$ cat config.mk
export PLATFORM = sky130hd
export DESIGN_NAME = pslf_top
export DESIGN_NICKNAME = d
export VERILOG_FILES = /design/src/hdl/pslf_pkg.sv /design/src/hdl/pslf_persist.sv /design/src/hdl/pslf_blink.sv /design/src/hdl/pslf_top.sv
export SDC_FILE = /design/constraint.sdc
export NUM_CORES = 1
export LEC_CHECK = 0
export BUFFER_PORTS_ARGS = -buffer_cell sky130_fd_sc_hd__buf_2
export CAP_MARGIN = 20
export CORE_MARGIN = 2
export CORE_UTILIZATION = 40
export CTS_CLUSTER_SIZE = 12
export DETAILED_ROUTE_END_ITERATION = 8
export PLACE_DENSITY_LB_ADDON = 0.1
export SLEW_MARGIN = 25
export SYNTH_ARGS = -nofsm -noshare
export SYNTH_HDL_FRONTEND = slang
export SYNTH_SLANG_ARGS = --single-unit
$ cat constraint.sdc
create_clock -name ref_clk -period 2.7 [get_ports ref_clk]
set_clock_uncertainty 0.15 [all_clocks]
set_input_delay 0.27 -clock ref_clk [delete_from_list [all_inputs] [get_ports ref_clk]]
set_output_delay 0.27 -clock ref_clk [all_outputs]
set_load 0.01 [all_outputs]
$ cat src/hdl/pslf_pkg.sv
// pslf_pkg: constants, types and register map of the power module status and fault supervisor
// assumes a single 25 MHz crystal-referenced clock shared in step by every module of the shelf
package pslf_pkg;

  // clock and timing
  localparam int unsigned CLK_HZ        = 25_000_000;
  localparam int unsigned BLINK_HZ      = 1;
  localparam int unsigned BACKUP_SEC    = 90;
  localparam int unsigned FAN_PERSIST_S = 5;
  localparam int unsigned OCP_PERSIST_S = 2;
  localparam int unsigned OTP_PERSIST_S = 2;
  localparam int unsigned SEC_CYCLES    = CLK_HZ;
  localparam int unsigned HALF_BLINK_CYCLES = CLK_HZ / (2 * BLINK_HZ);

  // wishbone register offsets (byte addresses)
  localparam logic [7:0] ADDR_CTRL   = 8'h00;
  localparam logic [7:0] ADDR_STATUS = 8'h04;
  localparam logic [7:0] ADDR_FAULT  = 8'h08;
  localparam logic [7:0] ADDR_NVREC  = 8'h0C;

  // control register fields
  localparam int unsigned CTRL_REPLUG_BIT = 0;
  localparam int unsigned CTRL_NVACK_BIT  = 1;
  localparam logic [31:0] CTRL_RESET      = 32'h0000_0000;

  // fault vector positions
  localparam int unsigned F_FAN   = 0;
  localparam int unsigned F_OCP   = 1;
  localparam int unsigned F_OTP   = 2;
  localparam int unsigned F_OVP   = 3;
  localparam int unsigned F_GEN   = 4;
  localparam int unsigned F_REG12 = 5;
  localparam int unsigned F_ACIN  = 6;
  localparam int unsigned F_AUX54 = 7;
  localparam int unsigned F_CAN   = 8;
  localparam int unsigned F_BOOST = 9;
  localparam int unsigned F_CHG   = 10;
  localparam int unsigned NFAULT  = 11;

  // indicator colour
  typedef enum logic [1:0] {
    PSLF_LED_OFF    = 2'b00,
    PSLF_LED_YELLOW = 2'b01,
    PSLF_LED_GREEN  = 2'b10
  } pslf_color_t;

  // battery backup unit status lines
  typedef struct packed {
    logic present;
    logic volt_ok;
    logic fail_n;
    logic sleep_insert;
  } pslf_bbu_t;

  // wishbone request bundle
  typedef struct packed {
    logic        cyc;
    logic        stb;
    logic        we;
    logic [3:0]  sel;
    logic [7:0]  adr;
    logic [31:0] dat;
  } pslf_wb_req_t;

  // converter enable outputs
  typedef struct packed {
    logic main_12v;
    logic aux_54v;
    logic charger;
    logic boost;
  } pslf_en_t;

endpackage

$ cat src/hdl/pslf_persist.sv
// pslf_persist: holds a fault condition for a set time before reporting it
// assumes cond is already synchronised to clk
`timescale 1ns/1ns
`default_nettype none
module pslf_persist #(
  parameter int unsigned CYCLES = 50_000_000
) (
  // clock and reset
  input  wire logic ref_clk,
  input  wire logic nrst,
  // condition in, qualified out
  input  wire logic cond,
  output var  logic hit
);
  typedef struct packed {
    logic [31:0] cnt;
    logic        hit;
  } pslf_pst_t;

  pslf_pst_t s_r, s_nxt;

  always_comb begin
    s_nxt = s_r;
    if (!cond) begin
      s_nxt.cnt = 32'h0;
      s_nxt.hit = 1'b0;
    end else if (s_r.cnt >= CYCLES - 1) begin
      s_nxt.hit = 1'b1;
    end else begin
      s_nxt.cnt = s_r.cnt + 32'h1;
    end
  end

  always_ff @(posedge ref_clk or negedge nrst) begin
    if (!nrst) begin
      s_r <= '0;
    end else begin
      s_r <= s_nxt;
    end
  end

  assign hit = s_r.hit;
endmodule
`default_nettype wire

$ cat src/hdl/pslf_blink.sv
// pslf_blink: 1 Hz blink phase and backup timeout, both counted on the shared crystal clock
// assumes every module's clock and backup entry line up so phases match
`timescale 1ns/1ns
`default_nettype none
module pslf_blink #(
  parameter int unsigned HALF_CYCLES = 12_500_000,
  parameter int unsigned TIMEOUT_S   = 90,
  parameter int unsigned SEC_CYC     = 25_000_000
) (
  // clock and reset
  input  wire logic ref_clk,
  input  wire logic nrst,
  // backup phase
  input  wire logic active,
  output var  logic phase,
  output var  logic expired
);
  typedef struct packed {
    logic [31:0] half;
    logic [31:0] sec;
    logic [7:0]  secs;
    logic        phase;
    logic        expired;
  } pslf_blk_t;

  pslf_blk_t s_r, s_nxt;

  always_comb begin
    s_nxt = s_r;
    if (!active) begin
      s_nxt = '0;
      s_nxt.phase = 1'b1;
    end else begin
      if (s_r.half >= HALF_CYCLES - 1) begin
        s_nxt.half  = 32'h0;
        s_nxt.phase = ~s_r.phase;
      end else begin
        s_nxt.half = s_r.half + 32'h1;
      end
      if (s_r.sec >= SEC_CYC - 1) begin
        s_nxt.sec = 32'h0;
        if (s_r.secs < 8'(TIMEOUT_S)) begin
          s_nxt.secs = s_r.secs + 8'h1;
        end
      end else begin
        s_nxt.sec = s_r.sec + 32'h1;
      end
      s_nxt.expired = (s_r.secs >= 8'(TIMEOUT_S));
    end
  end

  always_ff @(posedge ref_clk or negedge nrst) begin
    if (!nrst) begin
      s_r <= '0;
    end else begin
      s_r <= s_nxt;
    end
  end

  assign phase   = s_r.phase;
  assign expired = s_r.expired;
endmodule
`default_nettype wire

$ cat src/hdl/pslf_top.sv
// pslf_top: power module status indicators, fault latching and converter latch-off
// assumes raw status pins are asynchronous; wishbone master on ref_clk; nonvolatile write done by firmware
//
// Function
// - solid yellow: AC valid, output regulated, battery absent, low, failing or asleep
// - solid green: AC valid, output regulated, battery installed at 32 V or more
// - backup: yellow blinks at 1 Hz, backup bounded by 90 second timeout
// - blink counters run from shared crystal clock so modules blink in step
// - red indicator solid on module failures including fan, dark otherwise
// - main 12 V failure latches off auxiliary, charger and boost converters
// - aux, boost, charger or CAN failure lights red, latches fail, 12 V stays
// - boost or charger fault survives AC removal and restore
// - fan, current, voltage, temp, AC, general, regulation faults: 12 V off, replug clears
// - aux 54 V or CAN failure: 12 V kept, red stays after replug, restart allowed
// - boost or charger fault: red stays after replug, restart allowed, recorded nonvolatile
// - power-good and fault indicators never lit together
// - entering backup never clears an active fault indication
// - failure during boost operation latches fault indication permanently
// - fan failure latches off after 5 seconds persistence
// - overcurrent latches off after 2 seconds persistence
// - overtemperature latches off after 2 seconds persistence
// - 12 V regulation loss, overvoltage, general failure latch off immediately
// - same latch-off rules govern boost and charger converters
//
// The Wishbone slave port and the placing of the registers are this design's own decisions.
`timescale 1ns/1ns
`default_nettype none
module pslf_top #(
  parameter int unsigned SEC_CYC     = pslf_pkg::SEC_CYCLES,
  parameter int unsigned HALF_CYCLES = pslf_pkg::HALF_BLINK_CYCLES
) (
  // clock and reset
  input  wire logic                  ref_clk,
  input  wire logic                  nrst,
  // wishbone slave
  input  wire pslf_pkg::pslf_wb_req_t wb_req,
  output var  logic [31:0]           wb_dat_o,
  output var  logic                  wb_ack_o,
  // power status pins
  input  wire logic                  ac_valid,
  input  wire logic                  out_reg_ok,
  input  wire logic                  backup_active,
  input  wire logic                  module_seated,
  input  wire pslf_pkg::pslf_bbu_t   battery_backup_unit,
  // raw fault detectors
  input  wire logic [pslf_pkg::NFAULT-1:0] fault_raw,
  // indicators
  output var  pslf_pkg::pslf_color_t power_good_backup_indicator,
  output var  logic                  fail_led,
  output var  logic                  fail_latched,
  // converter enables and nonvolatile record request
  output var  pslf_pkg::pslf_en_t    conv_en,
  output var  logic                  nv_write_req
);
  localparam int unsigned NS = pslf_pkg::NFAULT + 5;

  // fault classes
  localparam logic [pslf_pkg::NFAULT-1:0] OFF_MASK = 11'h07F;
  localparam logic [pslf_pkg::NFAULT-1:0] KEEP_MASK = 11'h780;
  localparam logic [pslf_pkg::NFAULT-1:0] NV_MASK = 11'h600;

  // two-flop synchronisers for every pin
  logic [NS-1:0] sy1_r, sy2_r;
  logic [NS-1:0] pins;
  assign pins = {ac_valid, out_reg_ok, backup_active, module_seated,
                 battery_backup_unit.present & battery_backup_unit.volt_ok &
                 battery_backup_unit.fail_n & ~battery_backup_unit.sleep_insert,
                 fault_raw};

  always_ff @(posedge ref_clk or negedge nrst) begin
    if (!nrst) begin
      sy1_r <= '0;
      sy2_r <= '0;
    end else begin
      sy1_r <= pins;
      sy2_r <= sy1_r;
    end
  end

  logic ac_s, reg_s, bkp_s, seat_s, bbu_ok_s;
  logic [pslf_pkg::NFAULT-1:0] flt_s;
  assign {ac_s, reg_s, bkp_s, seat_s, bbu_ok_s, flt_s} = sy2_r;

  // persistence qualifiers; immediate faults pass straight through
  logic fan_hit, ocp_hit, otp_hit;
  logic [pslf_pkg::NFAULT-1:0] qual;

  pslf_persist #(.CYCLES(SEC_CYC * pslf_pkg::FAN_PERSIST_S)) u_fan (
    .ref_clk (ref_clk),
    .nrst    (nrst),
    .cond    (flt_s[pslf_pkg::F_FAN]),
    .hit     (fan_hit)
  );
  pslf_persist #(.CYCLES(SEC_CYC * pslf_pkg::OCP_PERSIST_S)) u_ocp (
    .ref_clk (ref_clk),
    .nrst    (nrst),
    .cond    (flt_s[pslf_pkg::F_OCP]),
    .hit     (ocp_hit)
  );
  pslf_persist #(.CYCLES(SEC_CYC * pslf_pkg::OTP_PERSIST_S)) u_otp (
    .ref_clk (ref_clk),
    .nrst    (nrst),
    .cond    (flt_s[pslf_pkg::F_OTP]),
    .hit     (otp_hit)
  );

  always_comb begin
    qual = flt_s;
    qual[pslf_pkg::F_FAN] = fan_hit;
    qual[pslf_pkg::F_OCP] = ocp_hit;
    qual[pslf_pkg::F_OTP] = otp_hit;
  end

  // blink and timeout
  logic blink_ph, bkp_expired;
  pslf_blink #(
    .HALF_CYCLES (HALF_CYCLES),
    .TIMEOUT_S   (pslf_pkg::BACKUP_SEC),
    .SEC_CYC     (SEC_CYC)
  ) u_blink (
    .ref_clk (ref_clk),
    .nrst    (nrst),
    .active  (bkp_s),
    .phase   (blink_ph),
    .expired (bkp_expired)
  );

  // fault latch, replug and bus state; indicator and enable flops are kept below
  typedef struct packed {
    logic [pslf_pkg::NFAULT-1:0] latch;
    logic                        perm;
    logic                        seat_d;
    logic                        nv_pend;
    logic                        replug_sw;
    logic [31:0]                 rdat;
    logic                        ack;
  } pslf_st_t;

  pslf_st_t s_r, s_nxt;

  logic replug_ev;
  logic wb_hit;
  logic [pslf_pkg::NFAULT-1:0] clear_mask;
  logic main_off, any_fault, pg_on;

  assign wb_hit    = wb_req.cyc & wb_req.stb & ~s_r.ack;
  assign replug_ev = (seat_s & ~s_r.seat_d) | s_r.replug_sw;
  // AC loss alone never clears; only replug clears shutdown-class faults
  assign clear_mask = replug_ev ? OFF_MASK : '0;

  always_comb begin
    s_nxt = s_r;
    s_nxt.seat_d    = seat_s;
    s_nxt.replug_sw = 1'b0;
    s_nxt.ack       = wb_hit;
    // set wins over clear; backup entry never touches the latch
    s_nxt.latch = (s_r.latch & ~clear_mask) | qual;
    if (~ac_s & ~bkp_s) begin
      s_nxt.latch[pslf_pkg::F_ACIN] = s_r.latch[pslf_pkg::F_ACIN] | s_r.seat_d;
    end
    if (bkp_s & (|qual)) begin
      s_nxt.perm = 1'b1;
    end
    if (|(qual & NV_MASK)) begin
      s_nxt.nv_pend = 1'b1;
    end
    // a write lands at the edge where the master sees ack, while its request still stands
    if (s_r.ack & wb_req.cyc & wb_req.stb & wb_req.we & wb_req.sel[0] &
        (wb_req.adr == pslf_pkg::ADDR_CTRL)) begin
      s_nxt.replug_sw = wb_req.dat[pslf_pkg::CTRL_REPLUG_BIT];
      if (wb_req.dat[pslf_pkg::CTRL_NVACK_BIT] & ~(|(qual & NV_MASK))) begin
        s_nxt.nv_pend = 1'b0;
      end
    end
    s_nxt.rdat = 32'h0;
    if (wb_hit & ~wb_req.we) begin
      unique case (wb_req.adr)
        pslf_pkg::ADDR_CTRL:   s_nxt.rdat = 32'h0;
        pslf_pkg::ADDR_STATUS: s_nxt.rdat = {24'h0, bkp_expired, blink_ph, s_r.perm,
                                             any_fault, pg_on, ac_s, reg_s, bbu_ok_s};
        pslf_pkg::ADDR_FAULT:  s_nxt.rdat = {21'h0, s_r.latch};
        pslf_pkg::ADDR_NVREC:  s_nxt.rdat = {31'h0, s_r.nv_pend};
        default:               s_nxt.rdat = 32'h0;
      endcase
    end
  end

  always_ff @(posedge ref_clk or negedge nrst) begin
    if (!nrst) begin
      s_r <= '0;
    end else begin
      s_r <= s_nxt;
    end
  end

  // decisions
  always_comb begin
    any_fault = (|s_r.latch) | s_r.perm;
    main_off  = |(s_r.latch & OFF_MASK);
    pg_on     = ac_s & reg_s & ~any_fault;
  end

  // outputs from flops where data
  pslf_pkg::pslf_color_t col_r, col_nxt;
  pslf_pkg::pslf_en_t    en_r, en_nxt;
  logic                  fail_r;

  always_comb begin
    col_nxt = pslf_pkg::PSLF_LED_OFF;
    if (!any_fault) begin
      if (bkp_s & ~bkp_expired) begin
        col_nxt = blink_ph ? pslf_pkg::PSLF_LED_YELLOW : pslf_pkg::PSLF_LED_OFF;
      end else if (pg_on & bbu_ok_s) begin
        col_nxt = pslf_pkg::PSLF_LED_GREEN;
      end else if (pg_on) begin
        col_nxt = pslf_pkg::PSLF_LED_YELLOW;
      end
    end
    en_nxt.main_12v = ~main_off;
    // secondary converters follow the main rail and their own latches
    en_nxt.aux_54v = ~main_off & ~s_r.latch[pslf_pkg::F_AUX54];
    en_nxt.charger = ~main_off & ~s_r.latch[pslf_pkg::F_CHG];
    en_nxt.boost   = ~main_off & ~s_r.latch[pslf_pkg::F_BOOST] & ~bkp_expired;
  end

  always_ff @(posedge ref_clk or negedge nrst) begin
    if (!nrst) begin
      col_r  <= pslf_pkg::PSLF_LED_OFF;
      en_r   <= '0;
      fail_r <= 1'b0;
    end else begin
      col_r  <= col_nxt;
      en_r   <= en_nxt;
      fail_r <= any_fault;
    end
  end

  assign power_good_backup_indicator = col_r;
  assign fail_led     = fail_r;
  assign fail_latched = fail_r;
  assign conv_en      = en_r;
  assign nv_write_req = s_r.nv_pend;
  assign wb_dat_o     = s_r.rdat;
  assign wb_ack_o     = s_r.ack;
endmodule
`default_nettype wire

### After elaboration in Yosys (flattened, before gate mapping)

Index checks and enable logic that the tools add are counted.

| word-level totals | value |
|---|---|
| register bits after elaboration | 260 |
| input port bits | 68 |
| output and inout bits | 42 |

| cells by class | value |
|---|---|
| add/sub/neg operators | 6 |
| magnitude comparators | 7 |
| equality and inequality tests | 12 |
| muxes and demuxes | 27 |
| bitwise gates (word level) | 43 |
| reductions and logical operators | 6 |

Operators with widths:

| kind | count |
|---|---|
| adder 32 x 1 -> 32 bit, second input constant | 5 |
| 2-to-1 mux 32 bit | 5 |
| 2-to-1 mux 33 bit | 3 |
| 2-to-1 mux 74 bit | 1 |
| greater-or-equal comparator 32 x 26 -> 1 bit, second input constant | 2 |
| case mux 11 bit (3 select lines) | 1 |
| greater-or-equal comparator 32 x 24 -> 1 bit, second input constant | 1 |
| greater-or-equal comparator 32 x 25 -> 1 bit, second input constant | 1 |
| greater-or-equal comparator 32 x 27 -> 1 bit, second input constant | 1 |
| AND 1 bit | 23 |
| OR reduction 11 bit | 2 |
| == test 8 x 4 -> 1 bit, second input constant | 2 |
| 2-to-1 mux 8 bit | 2 |
| NOT 1 bit | 14 |
| inequality test 2 x 1 -> 1 bit, second input constant | 6 |
| AND 11 bit | 1 |
| 2-to-1 mux 11 bit | 1 |
| NOT 7 -> 11 bit | 1 |
| bitwise OR 11 bit | 1 |
| 2-to-1 mux 1 bit | 9 |
| adder 8 x 1 -> 8 bit, second input constant | 1 |
| == test 8 x 3 -> 1 bit, second input constant | 1 |
| greater-or-equal comparator 8 x 7 -> 1 bit, second input constant | 1 |
| logical NOT 8 bit | 1 |
| other kinds (8) | 15 |

### Logic depth before layout (Yosys ltp)

| logic depth | value |
|---|---|
| word-level depth | 8 |
| depth in mapped cells | 9 |
| depth with buffers taken out | 7 |

### Hierarchy

A second synthesis with hierarchy kept.

| unflattened totals | value |
|---|---|
| cells, all modules | 1059 |
| area, all modules | 11249.5 um^2 |

Modules (own cells, without submodules):

| module | times used | cells an instance | area an instance (um^2) | sequential area each (um^2) |
|---|---|---|---|---|
| pslf_blink | 1 | 329 | 3508.4 | 1851.8 |
| pslf_persist at u_ocp ... | 2 | 176 | 1719.1 | 825.8 |
| pslf_top | 1 | 179 | 2376.0 | 1651.6 |
| pslf_persist at u_fan | 1 | 199 | 1926.8 | 825.8 |

### Worst setup path after synthesis

OpenSTA, ideal clock, no wires.

| timing | value |
|---|---|
| path kind | register to register |
| start | reg u_blink.s_r[10] in the netlist's numbering |
| end | reg u_blink.s_r[26] in the netlist's numbering |
| setup time | 0.132 ns |
| arrival time | 2.013 ns |
| required time | 2.418 ns |
| slack | 0.405 ns |
| cell stages (with the launch flop) | 10 |
| clock period less this slack | 2.295 ns |
| cell sequence | dfrtp_1 -> ha_1 -> and4_1 -> clkbuf_1 -> a211o_1 -> a21oi_1 -> o21ai_2 -> clkbuf_1 -> buf_1 -> nor2_1 |

RTL lines:

| element | RTL line | source |
|---|---|---|
| start, declared | pslf_blink.sv:26 | `pslf_blk_t s_r, s_nxt;` |
| start signal, assigned | pslf_blink.sv:56 | `s_r <= s_nxt;` |

### Final worst setup path

| timing | value |
|---|---|
| start | reg u_otp.s_r[25] in the netlist's numbering |
| end | reg u_otp.s_r[26] in the netlist's numbering |

| between the ends | value |
|---|---|
| word-level cells in the longest chain between the ends | 3 |

RTL lines:

| element | RTL line | source |
|---|---|---|
| start, declared | pslf_persist.sv:20 | `pslf_pst_t s_r, s_nxt;` |
| start signal, assigned | pslf_persist.sv:38 | `s_r <= s_nxt;` |
| adder 32 x 1 -> 32 bit | pslf_persist.sv:30 | `s_nxt.cnt = s_r.cnt + 32'h1;` |
| 2-to-1 mux 32 bit | pslf_persist.sv:27 | `end else if (s_r.cnt >= CYCLES - 1) begin` |
| 2-to-1 mux 33 bit | pslf_persist.sv:24 | `if (!cond) begin` |

Several ways; a longest one is shown, not always the timed one. The select of a mux whose other input is x is not followed.
A chain may end at the register's enable or synchronous reset.

==> impl_metrics.ini <==
[run_status]
outcome = finished clean

[timing]
drv_slew = 0
hold_viol_final = 0
holdWs_ns = 0.0449
rsz0062_at_grt = false
tightest_slew_ns = 0.789
slew_headroom_pct = 47.4
setup_viol = 0
fin_crit_ns = 2.52
layout_setup_ws_ns = 0.182
fmax_ghz = 0.397
finalCritPeriodShare_pct = 93.3
setup-tns-final_ns = 0

[synthesis]
yosys.cell_types.count = 60
synth_ff_type = dfrtp_1
synth_top_area_cell = dfrtp_1
synth_seq_area_share_pct = 55.7
ys_warn_count = 0
netlist_area_sq_um = 10700
synth_enable_flop_cells = 0
ys_ff_latch = 239
synth_cells = 1037
synth_area_leaders = dfrtp_1 56%, nor2_1 3.5%, nand2_1 3.1%, xnor2_1 2.9%, nand3_1 2.7%
yosys.area.top_type_share_pct = 55.7
syn_avg_cell_area_sq_um = 10.4
synth-async-reset-ratio_pct = 100

[global_route]
antenna_found_initial = 0
grt_util_all_layers_pct = 16.2
grt_pass1_vias = 7566
grt_pass1_wl_microns = 38000
grt_max_degree = 76
overflow = 0

[worst_hold_path]
worst_hold_path.endpoint = s_r[33]$_DFF_PN0_
hp-start = wb_req[40]
hold_depth = 4
hold_class = in -> reg

[detailed_routing]
wire_per_inst_microns = 14.8
routed_via_density = 5.16
drt_iter0_drc = 473
dr_total_vias = 7729
drtPass1Iterations = 5
drc = 0
wl_microns = 22200
drtAntennaViolNets = 0

[die]
ios = 110
core-area_sq_um = 26200
die_h_microns = 168
chipWidth_microns = 168
rows = 59
design.die.area_sq_um = 28200
start_util_pct = 41.0

[worst_setup_path]
r2r_start = u_otp.s_r[25]$_DFFE_PN0P_
startpoint = u_otp.s_r[25]$_DFFE_PN0P_
endpoint_kind = flip-flop
crit_fanout = 12
worstSetupPathType = reg -> reg
critPathRequiredTime_ns = 2.97
cp.arrival_ns = 2.79
r2r_slack_ns = 0.18
r2r_end = u_otp.s_r[26]$_DFFE_PN0P_
start_kind = flip-flop
r2r_cells = 6

[clock_tree]
cts_resized = 0
numCtsBuffers = 27
clk_pin_slew_worst_paths_ns = 0.06
clk_latency_ns = 0.54
clock_path_buffers = 3
cts_tree = yes
h-tree-depth = 1
clock-root-buffer = clkbuf_16
cts_sinks = 239

[finish]
register_area_sq_um = 5980
area_delta_synth_final_pct = 17.5
mostFrequentLayoutCell = dfrtp_1
drive_gt1_share_pct = 12.9
antenna_cells = 0
nFillCells = 2476
layout_common_cells = 239 x dfrtp_1, 101 x nor2_1, 88 x nand2_1
multi_input_area_sq_um = 4410
final_nets = 1218

[place]
gp_congestion = 0.754
io_buffers = 55
place_hpwl_microns = 14700
dp_slack_ns = 0.224

[power_and_ir_drop]
powerDensity_nw_per_um2 = 611
p_leak_uw = 0.00538
ir_drop_v = 0.000464

[run]
drv_cap = 0
==> sequential cells by signal, indices dropped and copies added, names as in the netlist, 2 cells and up <==
register / flops
u_ocp.s_r: 32
u_otp.s_r: 32
wb_dat_o: 11
conv_en: 4
u_fan.s_r: 32
u_blink.s_r: 72
power_good_backup_indicator: 2
sy1_r: 16
s_r: 14
sy2_r: 16
==> worst max-delay path, cell delays in order, from the launching register on <==
cell     delay, ns
dfrtp_1       0.42
or4b_2        0.67
nor3_1        0.20
a31oi_2       0.32
nand3_1       0.37
nor3_1        0.10
o21a_1        0.17
==> power by group <==
group / internal [uW] / switching (uW) / total (uW)
clock network: 2310 / 1450 / 3760
registers: 3640 / 49.4 / 3690
logic: 92.2 / 159 / 251
==> what timing repair did <==
action | CTS | global route
hold endpoints to repair | 261 | 0
setup buffers | 0 | 0
hold buffers | 23 | 0
==> stage by stage <==
stage	utilization, %	total power, uW	cells	instance area, sq um
after floorplan	-	3860	1072	10900
after global placement	43.8	3990	1426	11500
after detailed placement	43.8	3990	1426	11500
after CTS	48.1	7830	1498	12600
after global routing	48.1	8000	1498	12600
final	48.1	7700	1498	12600
==> cell usage after synthesis, types with 2 or more instances <==
library cell and number:
dfrtp_1 239, o211ai_1 13, nand3_1 58, o21ai_0 17
or4_1 26, buf_6 2, nor2b_1 6, or2_2 6
xor2_1 32, nor2_1 101, ha_1 7, and2_1 40
nor4_1 24, a2111oi_0 2, a21boi_0 3, or3_1 10
clkbuf_1 31, mux2_2 2, o41ai_1 5, xnor2_1 35
or4b_2 2, a211oi_2 2, nor4b_1 2, buf_2 3
nor3_1 22, a21oi_1 42, nand4_1 25, inv_1 21
a31oi_1 5, o311ai_0 2, o21a_1 6, o22a_1 2
nand4b_1 3, a22oi_1 8, and3_1 24, mux2i_1 11
o31ai_1 27, buf_4 33, and4_1 5, a21o_1 7
o2111ai_1 4, nand2b_1 16, nand2_1 88, a211o_1 2
==> how the worst max path moves through the flow <==
stage / endpoint / slack [ns] / depth (start not counted)
6_report: u_otp.s_r[26]$_DFFE_PN0P_ / 0.18 / 6
5_1_grt: u_fan.s_r[24]$_DFFE_PN0P_ / 0.04 / 8
4_1_cts: u_otp.s_r[26]$_DFFE_PN0P_ / 0.19 / 6
3_5_place_dp: u_otp.s_r[26]$_DFFE_PN0P_ / 0.22 / 6
3_3_place_gp: u_otp.s_r[26]$_DFFE_PN0P_ / 0.24 / 6
2_1_floorplan: u_blink.s_r[26]$_DFF_PN0_ / 0.41 / 9
==> final cells by class <==
type	instances	share of cell area [%]
flip-flops and latches	239	47.4
multi-input cells	742	35.0
repair buffers	112	6.41
clock buffers	39	6.27
well taps	335	3.32
clock inverters	10	1.02
inverters	21	0.625
==> layer usage <==
layer  GRT usage [%]  wire length (microns)  vias to the layer above
met5               0                      0                        -
met4            4.05                    468                        0
met3            2.56                    693                       32
met2            25.4                   9940                      101
met1            23.6                  11100                     3772
li1                -                      -                     3824
==> cell families (layout without fill, tap and decap cells) <==
group           after synthesis  in the layout  share of synthesized area (%)
compound gates              153            153                           9.61
xor+xnor                     67             67                           5.46
fa+ha+maj                     7              7                          0.816
buf+inv                      91            182                           4.51
flops                       239            239                           55.7
mux                          13             13                           1.24
other cells                   1             36                         0.0349
simple gates                466            466                           22.6
Note: power is estimated with default switching activity, not from simulation.
